==> src/rtl/mhfc_pkg.sv <==
// Package with register map, field layout and timing constants of the block.
package mhfc_pkg;
    // Register indices; the byte address is four times the index.
    localparam logic [5:0]  IDX_HASH_UPPER = 6'h04;
    localparam logic [5:0]  IDX_HASH_LOWER = 6'h05;
    localparam logic [5:0]  IDX_MGMT_CMD   = 6'h06;
    localparam logic [5:0]  IDX_MGMT_VALUE = 6'h07;
    localparam logic [5:0]  IDX_FLOW       = 6'h08;
    localparam logic [5:0]  IDX_MODE       = 6'h0A;
    localparam logic [31:0] REG_RESET      = 32'h0000_0000;
    // Management command fields.
    localparam int MC_PEND   = 0;
    localparam int MC_WRITE  = 1;
    localparam int MC_REG_LO = 6;
    localparam int MC_PHY_LO = 11;
    localparam int MC_PHY_HI = 15;
    localparam logic [31:0] MC_WMASK = 32'h0000_FFC2;
    // Flow register fields.
    localparam int FL_BUSY  = 0;
    localparam int FL_RXEN  = 1;
    localparam int FL_MARK  = 2;
    localparam int FL_PT_LO = 16;
    localparam logic [31:0] FL_WMASK = 32'hFFFF_0006;
    // Mode register fields.
    localparam int MD_TXON  = 0;
    localparam int MD_ALLGR = 1;
    localparam int MD_FDX   = 2;
    localparam logic [31:0] MD_WMASK = 32'h0000_0007;
    // CRC and management frame constants.
    localparam logic [31:0] CRC_POLY  = 32'h04C1_1DB7;
    localparam logic [31:0] CRC_SEED  = 32'hFFFF_FFFF;
    localparam logic [31:0] MF_PREAMB = 32'hFFFF_FFFF;
    localparam logic [1:0]  MF_START  = 2'h1;
    localparam logic [1:0]  MF_OP_RD  = 2'h2;
    localparam logic [1:0]  MF_OP_WR  = 2'h1;
    localparam logic [1:0]  MF_TA_WR  = 2'h2;
    localparam logic [1:0]  MF_TA_RD  = 2'h3;
    localparam logic [5:0]  MF_LAST   = 6'h3F;
    localparam logic [5:0]  MF_RD_OE  = 6'h2E;
    localparam logic [5:0]  MF_RD_DAT = 6'h30;
    // Timing.
    localparam int CLK_NS         = 10;
    localparam int MDC_HALF_NS    = 200;
    localparam int MDC_HALF_CYC   = MDC_HALF_NS / CLK_NS;
    localparam int SLOT_NS        = 5120;
    localparam int SLOT_CYC       = SLOT_NS / CLK_NS;
    localparam logic [4:0] MDC_DIV_LAST  = 5'(MDC_HALF_CYC - 1);
    localparam logic [9:0] SLOT_CNT_LAST = 10'(SLOT_CYC - 1);
    typedef enum logic [0:0] {MHFC_IDLE, MHFC_RUN} mhfc_mgmt_t;
endpackage

==> src/rtl/mhfc_csrs.sv <==
// Hash filter, PHY management engine and flow control registers of the MAC.
//
// Implementation choice: the Wishbone register port.
`timescale 1ns/100ps
module mhfc_csrs
    import mhfc_pkg::*;
(
    input  wire logic        clk,
    input  wire logic        rst_b,
    input  wire logic        wb_cyc_i,
    input  wire logic        wb_stb_i,
    input  wire logic        wb_we_i,
    input  wire logic [7:0]  wb_adr_i,
    input  wire logic [3:0]  wb_sel_i,
    input  wire logic [31:0] wb_dat_i,
    output logic      [31:0] wb_dat_o,
    output logic             wb_ack_o,
    input  wire logic        rxAddrValid,
    input  wire logic [47:0] rxDestAddr,
    output logic             groupDecisionValid,
    output logic             groupAccept,
    output logic             mgmtClock,
    output logic             mgmtDataOut,
    output logic             mgmtDataOe,
    input  wire logic        mgmtDataIn,
    input  wire logic        pauseRequest,
    input  wire logic        backPressureRequest,
    input  wire logic        pauseFrameSent,
    output logic             pauseFrameSend,
    output logic      [15:0] pauseTimeOut,
    output logic             backPressure,
    input  wire logic        rxPauseValid,
    input  wire logic [15:0] rxPauseQuanta,
    output logic             rxFilterFlagValid,
    output logic             rxFilterFlag,
    output logic             txAllowed
);
    // Register a word hit on the index in address bits 7:2.
    function automatic logic regHit(input logic [7:0] adr,
                                    input logic [5:0] idx);
        regHit = (adr[7:2] == idx);
    endfunction

    // Merge write data into a register under byte enables and a mask.
    function automatic logic [31:0] mergeSel(input logic [31:0] old,
                                             input logic [31:0] wdat,
                                             input logic [3:0]  sel,
                                             input logic [31:0] wmask);
        logic [31:0] laneMask;
        laneMask = {{8{sel[3]}}, {8{sel[2]}}, {8{sel[1]}}, {8{sel[0]}}};
        laneMask = laneMask & wmask;
        mergeSel = (old & ~laneMask) | (wdat & laneMask);
    endfunction

    // One CRC step per address bit, first byte first, each byte LSB first.
    function automatic logic [31:0] crcAddr(input logic [47:0] addr);
        logic [31:0] crc;
        logic        fb;
        crc = CRC_SEED;
        for (int b = 0; b < 6; b++)
        begin
            for (int k = 0; k < 8; k++)
            begin
                fb  = crc[31] ^ addr[47 - 8 * b - 7 + k];
                crc = {crc[30:0], 1'b0} ^ (fb ? CRC_POLY : REG_RESET);
            end
        end
        crcAddr = crc;
    endfunction

    logic [31:0] hashUpper_q;
    logic [31:0] hashLower_q;
    logic [31:0] mgmtCmd_q;
    logic [15:0] mgmtValue_q;
    logic [31:0] flowCfg_q;
    logic [31:0] modeCfg_q;
    logic        pauseTxPending_q;
    mhfc_mgmt_t  mgmtState_q;
    logic [63:0] mgmtFrame_q;
    logic [5:0]  mgmtBit_q;
    logic [4:0]  mdcDiv_q;
    logic [15:0] mgmtRead_q;
    logic [15:0] quantaLeft_q;
    logic [9:0]  slotCnt_q;
    logic        wbReq;
    logic        wbWrite;
    logic        mgmtStart;
    logic        mgmtTick;
    logic        mgmtDone;
    logic        mgmtIsWrite;
    logic        txOn;
    logic        fullDuplex;
    logic [5:0]  hashIndex;
    logic [31:0] hashWord;

    assign wbReq       = wb_cyc_i & wb_stb_i & ~wb_ack_o;
    assign wbWrite     = wbReq & wb_we_i;
    assign txOn        = modeCfg_q[MD_TXON];
    assign fullDuplex  = modeCfg_q[MD_FDX];
    assign mgmtIsWrite = mgmtCmd_q[MC_WRITE];

    // Single-cycle ack; unmapped words answer too, so the bus never hangs.
    always_ff @(posedge clk)
    begin
        if (!rst_b)
            wb_ack_o <= 1'b0;
        else
            wb_ack_o <= wbReq;
    end

    // Read mux, registered so the data lines come from a flop.
    always_ff @(posedge clk)
    begin
        if (!rst_b)
            wb_dat_o <= REG_RESET;
        else if (wbReq && !wb_we_i)
        begin
            if (regHit(wb_adr_i, IDX_HASH_UPPER))
                wb_dat_o <= hashUpper_q;
            else if (regHit(wb_adr_i, IDX_HASH_LOWER))
                wb_dat_o <= hashLower_q;
            else if (regHit(wb_adr_i, IDX_MGMT_CMD))
                wb_dat_o <= mgmtCmd_q;
            else if (regHit(wb_adr_i, IDX_MGMT_VALUE))
                wb_dat_o <= {16'h0000, mgmtValue_q};
            else if (regHit(wb_adr_i, IDX_FLOW))
                wb_dat_o <= flowCfg_q | {31'h0000_0000, pauseTxPending_q};
            else if (regHit(wb_adr_i, IDX_MODE))
                wb_dat_o <= modeCfg_q;
            else
                wb_dat_o <= REG_RESET;
        end
    end

    // Hash words, both cleared at reset and fully writable.
    always_ff @(posedge clk)
    begin
        if (!rst_b)
        begin
            hashUpper_q <= REG_RESET;
            hashLower_q <= REG_RESET;
        end
        else if (wbWrite)
        begin
            if (regHit(wb_adr_i, IDX_HASH_UPPER))
                hashUpper_q <= mergeSel(hashUpper_q, wb_dat_i, wb_sel_i,
                                        CRC_SEED);
            if (regHit(wb_adr_i, IDX_HASH_LOWER))
                hashLower_q <= mergeSel(hashLower_q, wb_dat_i, wb_sel_i,
                                        CRC_SEED);
        end
    end

    // Mode word holding transmitter enable, all-group accept and duplex.
    always_ff @(posedge clk)
    begin
        if (!rst_b)
            modeCfg_q <= REG_RESET;
        else if (wbWrite && regHit(wb_adr_i, IDX_MODE))
            modeCfg_q <= mergeSel(modeCfg_q, wb_dat_i, wb_sel_i, MD_WMASK);
    end

    // Flow word; the busy bit lives apart because hardware owns it.
    always_ff @(posedge clk)
    begin
        if (!rst_b)
            flowCfg_q <= REG_RESET;
        else if (wbWrite && regHit(wb_adr_i, IDX_FLOW))
            flowCfg_q <= mergeSel(flowCfg_q, wb_dat_i, wb_sel_i,
                                  FL_WMASK);
    end

    // Top CRC bits index the table; the upper index bit picks the word.
    assign hashIndex = 6'(crcAddr(rxDestAddr) >> 26);
    assign hashWord  = hashIndex[5] ? hashUpper_q
                                    : hashLower_q;
    // Group decision, one cycle after the address arrives.
    always_ff @(posedge clk)
    begin
        if (!rst_b)
        begin
            groupDecisionValid <= 1'b0;
            groupAccept        <= 1'b0;
        end
        else
        begin
            groupDecisionValid <= rxAddrValid;
            if (rxAddrValid)
                groupAccept <= rxDestAddr[40] &
                               (modeCfg_q[MD_ALLGR] |
                                hashWord[hashIndex[4:0]]);
        end
    end

    // Writing one to pending while idle starts an access; a write while
    // busy is acked but dropped, so the frame in flight is untouched.
    assign mgmtStart = wbWrite && regHit(wb_adr_i, IDX_MGMT_CMD) &&
                       wb_sel_i[0] && wb_dat_i[MC_PEND] &&
                       mgmtState_q == MHFC_IDLE;

    // Command word; pending falls only when the frame is done.
    always_ff @(posedge clk)
    begin
        if (!rst_b)
            mgmtCmd_q <= REG_RESET;
        else if (mgmtDone)
            mgmtCmd_q[MC_PEND] <= 1'b0;
        else if (wbWrite && regHit(wb_adr_i, IDX_MGMT_CMD) &&
                 mgmtState_q == MHFC_IDLE)
            mgmtCmd_q <= mergeSel(mgmtCmd_q, wb_dat_i, wb_sel_i, MC_WMASK)
                         | {31'h0000_0000, mgmtStart};
    end

    // Data word: software writes it, a finished read overwrites it.
    always_ff @(posedge clk)
    begin
        if (!rst_b)
            mgmtValue_q <= REG_RESET[15:0];
        else if (mgmtDone && !mgmtIsWrite)
            mgmtValue_q <= mgmtRead_q;
        else if (wbWrite && regHit(wb_adr_i, IDX_MGMT_VALUE))
            mgmtValue_q <= 16'(mergeSel({16'h0000, mgmtValue_q}, wb_dat_i,
                wb_sel_i, {16'h0000, CRC_SEED[15:0]}));
    end

    // Management clock divider, an enable every half period.
    assign mgmtTick = (mdcDiv_q == MDC_DIV_LAST);
    always_ff @(posedge clk)
    begin
        if (!rst_b || mgmtState_q == MHFC_IDLE || mgmtTick)
            mdcDiv_q <= 5'h00;
        else
            mdcDiv_q <= mdcDiv_q + 5'h01;
    end

    assign mgmtDone = mgmtState_q == MHFC_RUN && mgmtTick && mgmtClock &&
                      mgmtBit_q == MF_LAST;

    // Serial frame: preamble, start, opcode, PHY address, register,
    // turnaround, data; bits change on the fall, stable at the rise.
    always_ff @(posedge clk)
    begin
        if (!rst_b)
        begin
            mgmtState_q <= MHFC_IDLE;
            mgmtFrame_q <= {MF_PREAMB, MF_PREAMB};
            mgmtBit_q   <= 6'h00;
            mgmtClock   <= 1'b0;
            mgmtDataOut <= 1'b0;
            mgmtDataOe  <= 1'b0;
        end
        else
        begin
            unique case (mgmtState_q)
                MHFC_IDLE:
                begin
                    if (mgmtStart)
                    begin
                        mgmtState_q <= MHFC_RUN;
                        mgmtBit_q   <= 6'h00;
                        mgmtClock   <= 1'b0;
                        mgmtDataOut <= 1'b1;
                        mgmtDataOe  <= 1'b1;
                        mgmtFrame_q <= {MF_PREAMB, MF_START,
                            wb_dat_i[MC_WRITE] ? MF_OP_WR
                                               : MF_OP_RD,
                            wb_dat_i[MC_PHY_HI:MC_PHY_LO],
                            wb_dat_i[MC_PHY_LO-1:MC_REG_LO],
                            wb_dat_i[MC_WRITE] ? MF_TA_WR : MF_TA_RD,
                            wb_dat_i[MC_WRITE] ? mgmtValue_q
                                               : CRC_SEED[15:0]};
                    end
                end
                MHFC_RUN:
                begin
                    if (mgmtTick)
                    begin
                        mgmtClock <= ~mgmtClock;
                        if (mgmtDone)
                        begin
                            mgmtState_q <= MHFC_IDLE;
                            mgmtDataOe  <= 1'b0;
                            mgmtDataOut <= 1'b0;
                        end
                        else if (mgmtClock)
                        begin
                            mgmtBit_q   <= mgmtBit_q + 6'h01;
                            mgmtFrame_q <= {mgmtFrame_q[62:0], 1'b0};
                            mgmtDataOut <= mgmtFrame_q[62];
                            // A read releases the line for turnaround.
                            mgmtDataOe  <= mgmtIsWrite ||
                                (mgmtBit_q + 6'h01) < MF_RD_OE;
                        end
                    end
                end
            endcase
        end
    end

    // Read data is sampled at each rising clock of the data field.
    always_ff @(posedge clk)
    begin
        if (!rst_b)
            mgmtRead_q <= REG_RESET[15:0];
        else if (mgmtState_q == MHFC_RUN && mgmtTick && !mgmtClock &&
                 !mgmtIsWrite && mgmtBit_q >= MF_RD_DAT)
            mgmtRead_q <= {mgmtRead_q[14:0], mgmtDataIn};
    end

    // Pause request and busy flag; a request with the sent pulse wins.
    always_ff @(posedge clk)
    begin
        if (!rst_b)
        begin
            pauseTxPending_q <= 1'b0;
            pauseFrameSend   <= 1'b0;
            backPressure     <= 1'b0;
        end
        else if (fullDuplex)
        begin
            backPressure <= 1'b0;
            if (pauseRequest && txOn)
            begin
                pauseTxPending_q <= 1'b1;
                pauseFrameSend   <= 1'b1;
            end
            else if (pauseFrameSent || !txOn)
            begin
                pauseTxPending_q <= 1'b0;
                pauseFrameSend   <= 1'b0;
            end
        end
        else
        begin
            pauseFrameSend   <= 1'b0;
            backPressure     <= backPressureRequest & txOn;
            pauseTxPending_q <= backPressureRequest & txOn;
        end
    end

    // The pause time field goes straight into the outgoing frame.
    always_ff @(posedge clk)
    begin
        if (!rst_b)
            pauseTimeOut <= REG_RESET[15:0];
        else
            pauseTimeOut <= flowCfg_q[31:FL_PT_LO];
    end

    // Received pause counts quanta down per slot; a new frame reloads.
    always_ff @(posedge clk)
    begin
        if (!rst_b)
        begin
            quantaLeft_q <= REG_RESET[15:0];
            slotCnt_q    <= 10'h000;
        end
        else if (rxPauseValid && flowCfg_q[FL_RXEN] && fullDuplex)
        begin
            quantaLeft_q <= rxPauseQuanta;
            slotCnt_q    <= 10'h000;
        end
        else if (quantaLeft_q != 16'h0000)
        begin
            if (slotCnt_q == SLOT_CNT_LAST)
            begin
                slotCnt_q    <= 10'h000;
                quantaLeft_q <= quantaLeft_q - 16'h0001;
            end
            else
                slotCnt_q <= slotCnt_q + 10'h001;
        end
    end

    // Transmit permission combines the enable bit and the pause stall.
    always_ff @(posedge clk)
    begin
        if (!rst_b)
            txAllowed <= 1'b0;
        else
            txAllowed <= txOn && quantaLeft_q == 16'h0000;
    end

    // Status only labels the frame; every frame is still forwarded.
    always_ff @(posedge clk)
    begin
        if (!rst_b)
        begin
            rxFilterFlagValid <= 1'b0;
            rxFilterFlag      <= 1'b0;
        end
        else
        begin
            rxFilterFlagValid <= rxPauseValid;
            if (rxPauseValid)
                rxFilterFlag <= flowCfg_q[FL_MARK];
        end
    end
endmodule

==> config.mk <==
export PLATFORM = sky130hd
export DESIGN_NAME = mhfc_csrs
export DESIGN_NICKNAME = d
export VERILOG_FILES = /design/src/rtl/mhfc_pkg.sv /design/src/rtl/mhfc_csrs.sv
export SDC_FILE = /design/constraint.sdc
export NUM_CORES = 1
export LEC_CHECK = 0
export CAP_MARGIN = 20
export CORE_AREA = 3 3 152 183
export CTS_CLUSTER_SIZE = 16
export DETAILED_ROUTE_END_ITERATION = 6
export DIE_AREA = 0 0 155 186
export DONT_BUFFER_PORTS = 1
export PLACE_DENSITY = 0.75
export SETUP_SLACK_MARGIN = 0.15
export SYNTH_ARGS = -nofsm -noshare
export SYNTH_HDL_FRONTEND = slang
export SYNTH_SLANG_ARGS = --single-unit
==> constraint.sdc <==
create_clock -name clk -period 10.49 [get_ports clk]
set_input_delay 1.5735 -clock clk [delete_from_list [all_inputs] [get_ports clk]]
set_output_delay 1.5735 -clock clk [all_outputs]
set_load 0.005 [all_outputs]
==> impl_table.tex <==
\begin{tabular}{lr}
\hline
Metric & Value \\
\hline
\multicolumn{2}{l}{\textbf{Status}} \\
\quad Status & complete, no violations \\
\multicolumn{2}{l}{\textbf{Route}} \\
\quad Met3 WL & 2662 um \\
\quad Number of routed nets with antenna violations & 0 \\
\quad Via count of the routed design & 10790 \\
\quad DR vias/cell & 5.925 \\
\quad Average wire per cell in the routed design & 18.97 um \\
\quad Routed length on met2 & 16610 um \\
\quad Sum of routed wire segments on met1 & 14420 um \\
\quad Drt initial violations & 973 \\
\quad Overall routed net length & 34550 um \\
\quad Top layer reached by signal wires & met4 \\
\quad Drt pass-1 iters & 5 \\
\quad DRC Markers & 0 \\
\multicolumn{2}{l}{\textbf{Clock network}} \\
\quad CTS Hold Bufs & 0 \\
\quad Clock buffers created by TritonCTS & 29 \\
\quad Maximum number of buffers from clock root to sink & 3 \\
\quad Clock tree from TritonCTS & built \\
\quad Number of sinks on the clock net & 290 \\
\quad Post-CTS Setup Inserts & 0 \\
\quad Root buffer cell & sky130\_fd\_sc\_hd\_\_clkbuf\_16 \\
\quad Clock edge transition at the registers on the reported setup and hold paths & 60 ps \\
\quad H-Tree Depth & 1 \\
\quad Post-CTS sizing & 0 \\
\quad Latest clock arrival within the worst-skew pair & 540 ps \\
\multicolumn{2}{l}{\textbf{STA}} \\
\quad Transition at the pin with the smallest max-transition slack & 1151 ps \\
\quad Relative slew margins & 0.2312 \\
\quad Max Clock Freq & 163.3 MHz \\
\quad Post-Route Setup TNS & 0 ps \\
\quad Setup-violating endpoint count in the final report & 0 \\
\quad Final clock period utilization by the worst path & 0.5839 \\
\quad Worst Clk Skew & 12.46 ps \\
\quad Shortest clock period the worst path allows after layout & 6125 ps \\
\quad RSZ-0062 raised after global routing & false \\
\quad Max-slew violations & 0 \\
\quad Hold Fails Final Rpt & 0 \\
\multicolumn{2}{l}{\textbf{Global routing}} \\
\quad Total grt overflow & 0 \\
\quad Wire length of the first global-routing pass & 55900 um \\
\quad Number of antenna violations at the first check in global routing & 0 \\
\quad GR Util All Layers & 0.2348 \\
\quad Vias in the first global route & 10490 \\
\quad Largest net degree at the start of global routing & 109 \\
\multicolumn{2}{l}{\textbf{Cells and area}} \\
\quad Number of diodes & 0 \\
\quad Final \#Nets & 1587 \\
\quad Most used cells in the layout excluding fill and tap cells & sky130\_fd\_sc\_hd\_\_dfxtp\_1 (289), sky130\_fd\_sc\_hd\_\_nor2\_1 (198), sky130\_fd\_sc\_hd\_\_mux2i\_1 (144), sky130\_fd\_sc\_hd\_\_nand2\_1 (133), sky130\_fd\_sc\_hd\_\_xnor2\_1 (109) \\
\quad Most common cell after layout, fill and taps aside & sky130\_fd\_sc\_hd\_\_dfxtp\_1 \\
\quad Synth-to-layout area growth & 8.278\% \\
\quad Ratio of cells with drive above 1 in the final layout & 0.07873 \\
\multicolumn{2}{l}{\textbf{Synth}} \\
\quad Flip-flop and latch count after synthesis & 290 \\
\quad Post-synth top flop & sky130\_fd\_sc\_hd\_\_dfxtp\_1 \\
\quad Yosys cell types & 67 \\
\quad Top cells by area, synth & sky130\_fd\_sc\_hd\_\_dfxtp\_1 (41\%), sky130\_fd\_sc\_hd\_\_mux2i\_1 (10\%), sky130\_fd\_sc\_hd\_\_xnor2\_1 (6.7\%) \\
\quad Synthesis Warnings & 0 \\
\quad Top cell type's share of synthesized area & 0.4056 \\
\quad Number of flops mapped to enable cells by yosys & 0 \\
\quad Sequential cell area fraction in the yosys report & 0.4056 \\
\quad Biggest area consumer among synthesized cells & sky130\_fd\_sc\_hd\_\_dfxtp\_1 \\
\quad Net count of the mapped netlist & 1643 \\
\quad Synthesized instance count & 1520 \\
\quad Cell area after synthesis & 0.01431 mm2 \\
\quad Share of synthesized registers carrying an async set or reset & 0 \\
\quad Syn\_area\_per\_cell & 9.417 um2 \\
\multicolumn{2}{l}{\textbf{Setup path}} \\
\quad Stage delay of the slowest cell on the critical path & 950 ps \\
\quad Worst Path Class, Setup & in2reg \\
\quad Most frequent CP cell & sky130\_fd\_sc\_hd\_\_xnor3\_2 \\
\quad CP bufs+invs & 0 \\
\quad Worst Setup Start Kind & input pin \\
\quad CP required & 10900 ps \\
\quad Worst-path cell chain & xnor3\_2 > xnor2\_2 > xnor3\_1 > xor3\_1 > xnor3\_2 > xnor3\_1 > xnor3\_2 > xor2\_4 > mux2i\_1 > a22oi\_1 > nand4\_1 > o31ai\_1 > a21o\_1 > a31oi\_1 > o32ai\_2 \\
\quad Kind of cell with the highest combined delay on the critical path & XOR/XNOR gates \\
\quad Critical path fanouts, max & 27 \\
\quad Standard cell with the maximum stage delay on the critical path & sky130\_fd\_sc\_hd\_\_xor2\_4 \\
\quad CP arrival & 6530 ps \\
\quad Critical Path End Type & register \\
\multicolumn{2}{l}{\textbf{Floorplan}} \\
\quad Area of the placeable core & 0.02627 mm2 \\
\quad Boundary Pins & 178 \\
\quad Width of the die & 155 um \\
\quad Rows & 65 \\
\quad Starting Density & 0.5449 \\
\quad Vertical extent of the die & 186 um \\
\quad Total die area & 0.02883 mm2 \\
\multicolumn{2}{l}{\textbf{Placed design}} \\
\quad IO Port Bufs & 0 \\
\quad Final HPWL from detailed placement & 24240 um \\
\quad Final GP Congestion & 0.8700 \\
\multicolumn{2}{l}{\textbf{Hold path}} \\
\quad Worst min-delay path category & reg2reg \\
\multicolumn{2}{l}{\textbf{Flow run}} \\
\quad \# Max-Cap Violations & 0 \\
\hline
\end{tabular}
## cells in the mapped netlist, types with 4 or more instances
| master | number |
|---|---|
| sky130_fd_sc_hd__or3_1 | 7 |
| sky130_fd_sc_hd__a222oi_1 | 19 |
| sky130_fd_sc_hd__buf_6 | 4 |
| sky130_fd_sc_hd__dfxtp_1 | 290 |
| sky130_fd_sc_hd__a22o_1 | 16 |
| sky130_fd_sc_hd__nand3_1 | 28 |
| sky130_fd_sc_hd__xnor2_2 | 4 |
| sky130_fd_sc_hd__a211oi_1 | 51 |
| sky130_fd_sc_hd__mux2_2 | 17 |
| sky130_fd_sc_hd__a21oi_1 | 71 |
| sky130_fd_sc_hd__nor3_1 | 23 |
| sky130_fd_sc_hd__a22oi_1 | 7 |
| sky130_fd_sc_hd__xor2_1 | 49 |
| sky130_fd_sc_hd__buf_1 | 4 |
| sky130_fd_sc_hd__xnor3_1 | 16 |
| sky130_fd_sc_hd__a221oi_1 | 10 |
| sky130_fd_sc_hd__nor4_1 | 4 |
| sky130_fd_sc_hd__and3_1 | 7 |
| sky130_fd_sc_hd__nor2b_1 | 5 |
| sky130_fd_sc_hd__clkbuf_1 | 85 |
| sky130_fd_sc_hd__xor3_1 | 5 |
| sky130_fd_sc_hd__o21ai_0 | 22 |
| sky130_fd_sc_hd__buf_2 | 4 |
| sky130_fd_sc_hd__xnor2_1 | 109 |
| sky130_fd_sc_hd__a31oi_1 | 6 |
| sky130_fd_sc_hd__inv_1 | 21 |
| sky130_fd_sc_hd__nor2_1 | 198 |
| sky130_fd_sc_hd__o22ai_1 | 34 |
| sky130_fd_sc_hd__nand2_1 | 133 |
| sky130_fd_sc_hd__and2_1 | 22 |
| sky130_fd_sc_hd__mux2i_1 | 144 |
| sky130_fd_sc_hd__ha_1 | 4 |
| sky130_fd_sc_hd__a311oi_1 | 4 |
| sky130_fd_sc_hd__o211ai_1 | 27 |
| sky130_fd_sc_hd__nand4_1 | 8 |
| sky130_fd_sc_hd__nor3b_1 | 9 |
| sky130_fd_sc_hd__xnor3_2 | 6 |
## worst register-to-register path, stage by stage, from the launching register on
cell                       delay, ps
sky130_fd_sc_hd__dfxtp_1         390
sky130_fd_sc_hd__nor2_1          150
sky130_fd_sc_hd__and3_1          460
sky130_fd_sc_hd__nand4_1         270
sky130_fd_sc_hd__nand2_1         190
sky130_fd_sc_hd__o21ai_0         230
sky130_fd_sc_hd__nand2b_2        740
sky130_fd_sc_hd__a211oi_1        470
sky130_fd_sc_hd__o21ai_0         130
## cell families (layout without fill, tap and decap cells)
| family | count (synthesis) | in the layout | share of synthesized area |
|---|---|---|---|
| simple gates | 461 | 461 | 0.1417 |
| compound gates | 282 | 282 | 0.1356 |
| mux | 164 | 164 | 0.1193 |
| flops | 290 | 290 | 0.4056 |
| buf+inv | 123 | 89 | 0.03750 |
| xor+xnor | 196 | 196 | 0.1568 |
| fa+ha+maj | 4 | 4 | 0.003497 |
## stage by stage
stage	area [um2]	std cells	worst slack, ps	util	hold slack, ps
global route	15500	1821	4187	0.5900	476.0
global placement	14410	1767	3959	0.5485	428.5
detailed placement	14410	1767	3888	0.5485	444.9
finish	15500	1821	4365	0.5900	453.9
CTS	15470	1820	4420	0.5890	454.4
floorplan	14310	1520	4740	-	417.9
## final timing paths
kind                            slack, ps  cells past startpoint           start               to
worst max-delay path                 4360                     15  rxDestAddr[46]      groupAccept
worst min-delay path                  450                      1     mdcDiv_q[0]      mdcDiv_q[0]
worst max register to register       7340                      8        wb_ack_o  mgmtFrame_q[29]
worst min register to register        450                      1     mdcDiv_q[0]      mdcDiv_q[0]
## layer usage
layer / vias up / global-route usage
met5: - / 0
met3: 62 / 0.04907
met4: 0 / 0.06714
met1: 5120 / 0.2995
li1: 5248 / -
met2: 360 / 0.4037
## layout make-up
type / instances / area (um2)
multi-input combinational: 1107 / 7998
inverter: 22 / 87.58
clock inverter: 16 / 236.5
sequential: 290 / 5807
clock buffer: 37 / 825.8
timing repair buffer: 14 / 125.1
tap: 335 / 419.2
fill: 2257 / 10770
Power is left out: the tool's default activity adds up to more than one toggle a clock period on the data nets, which glitch-free logic cannot reach.
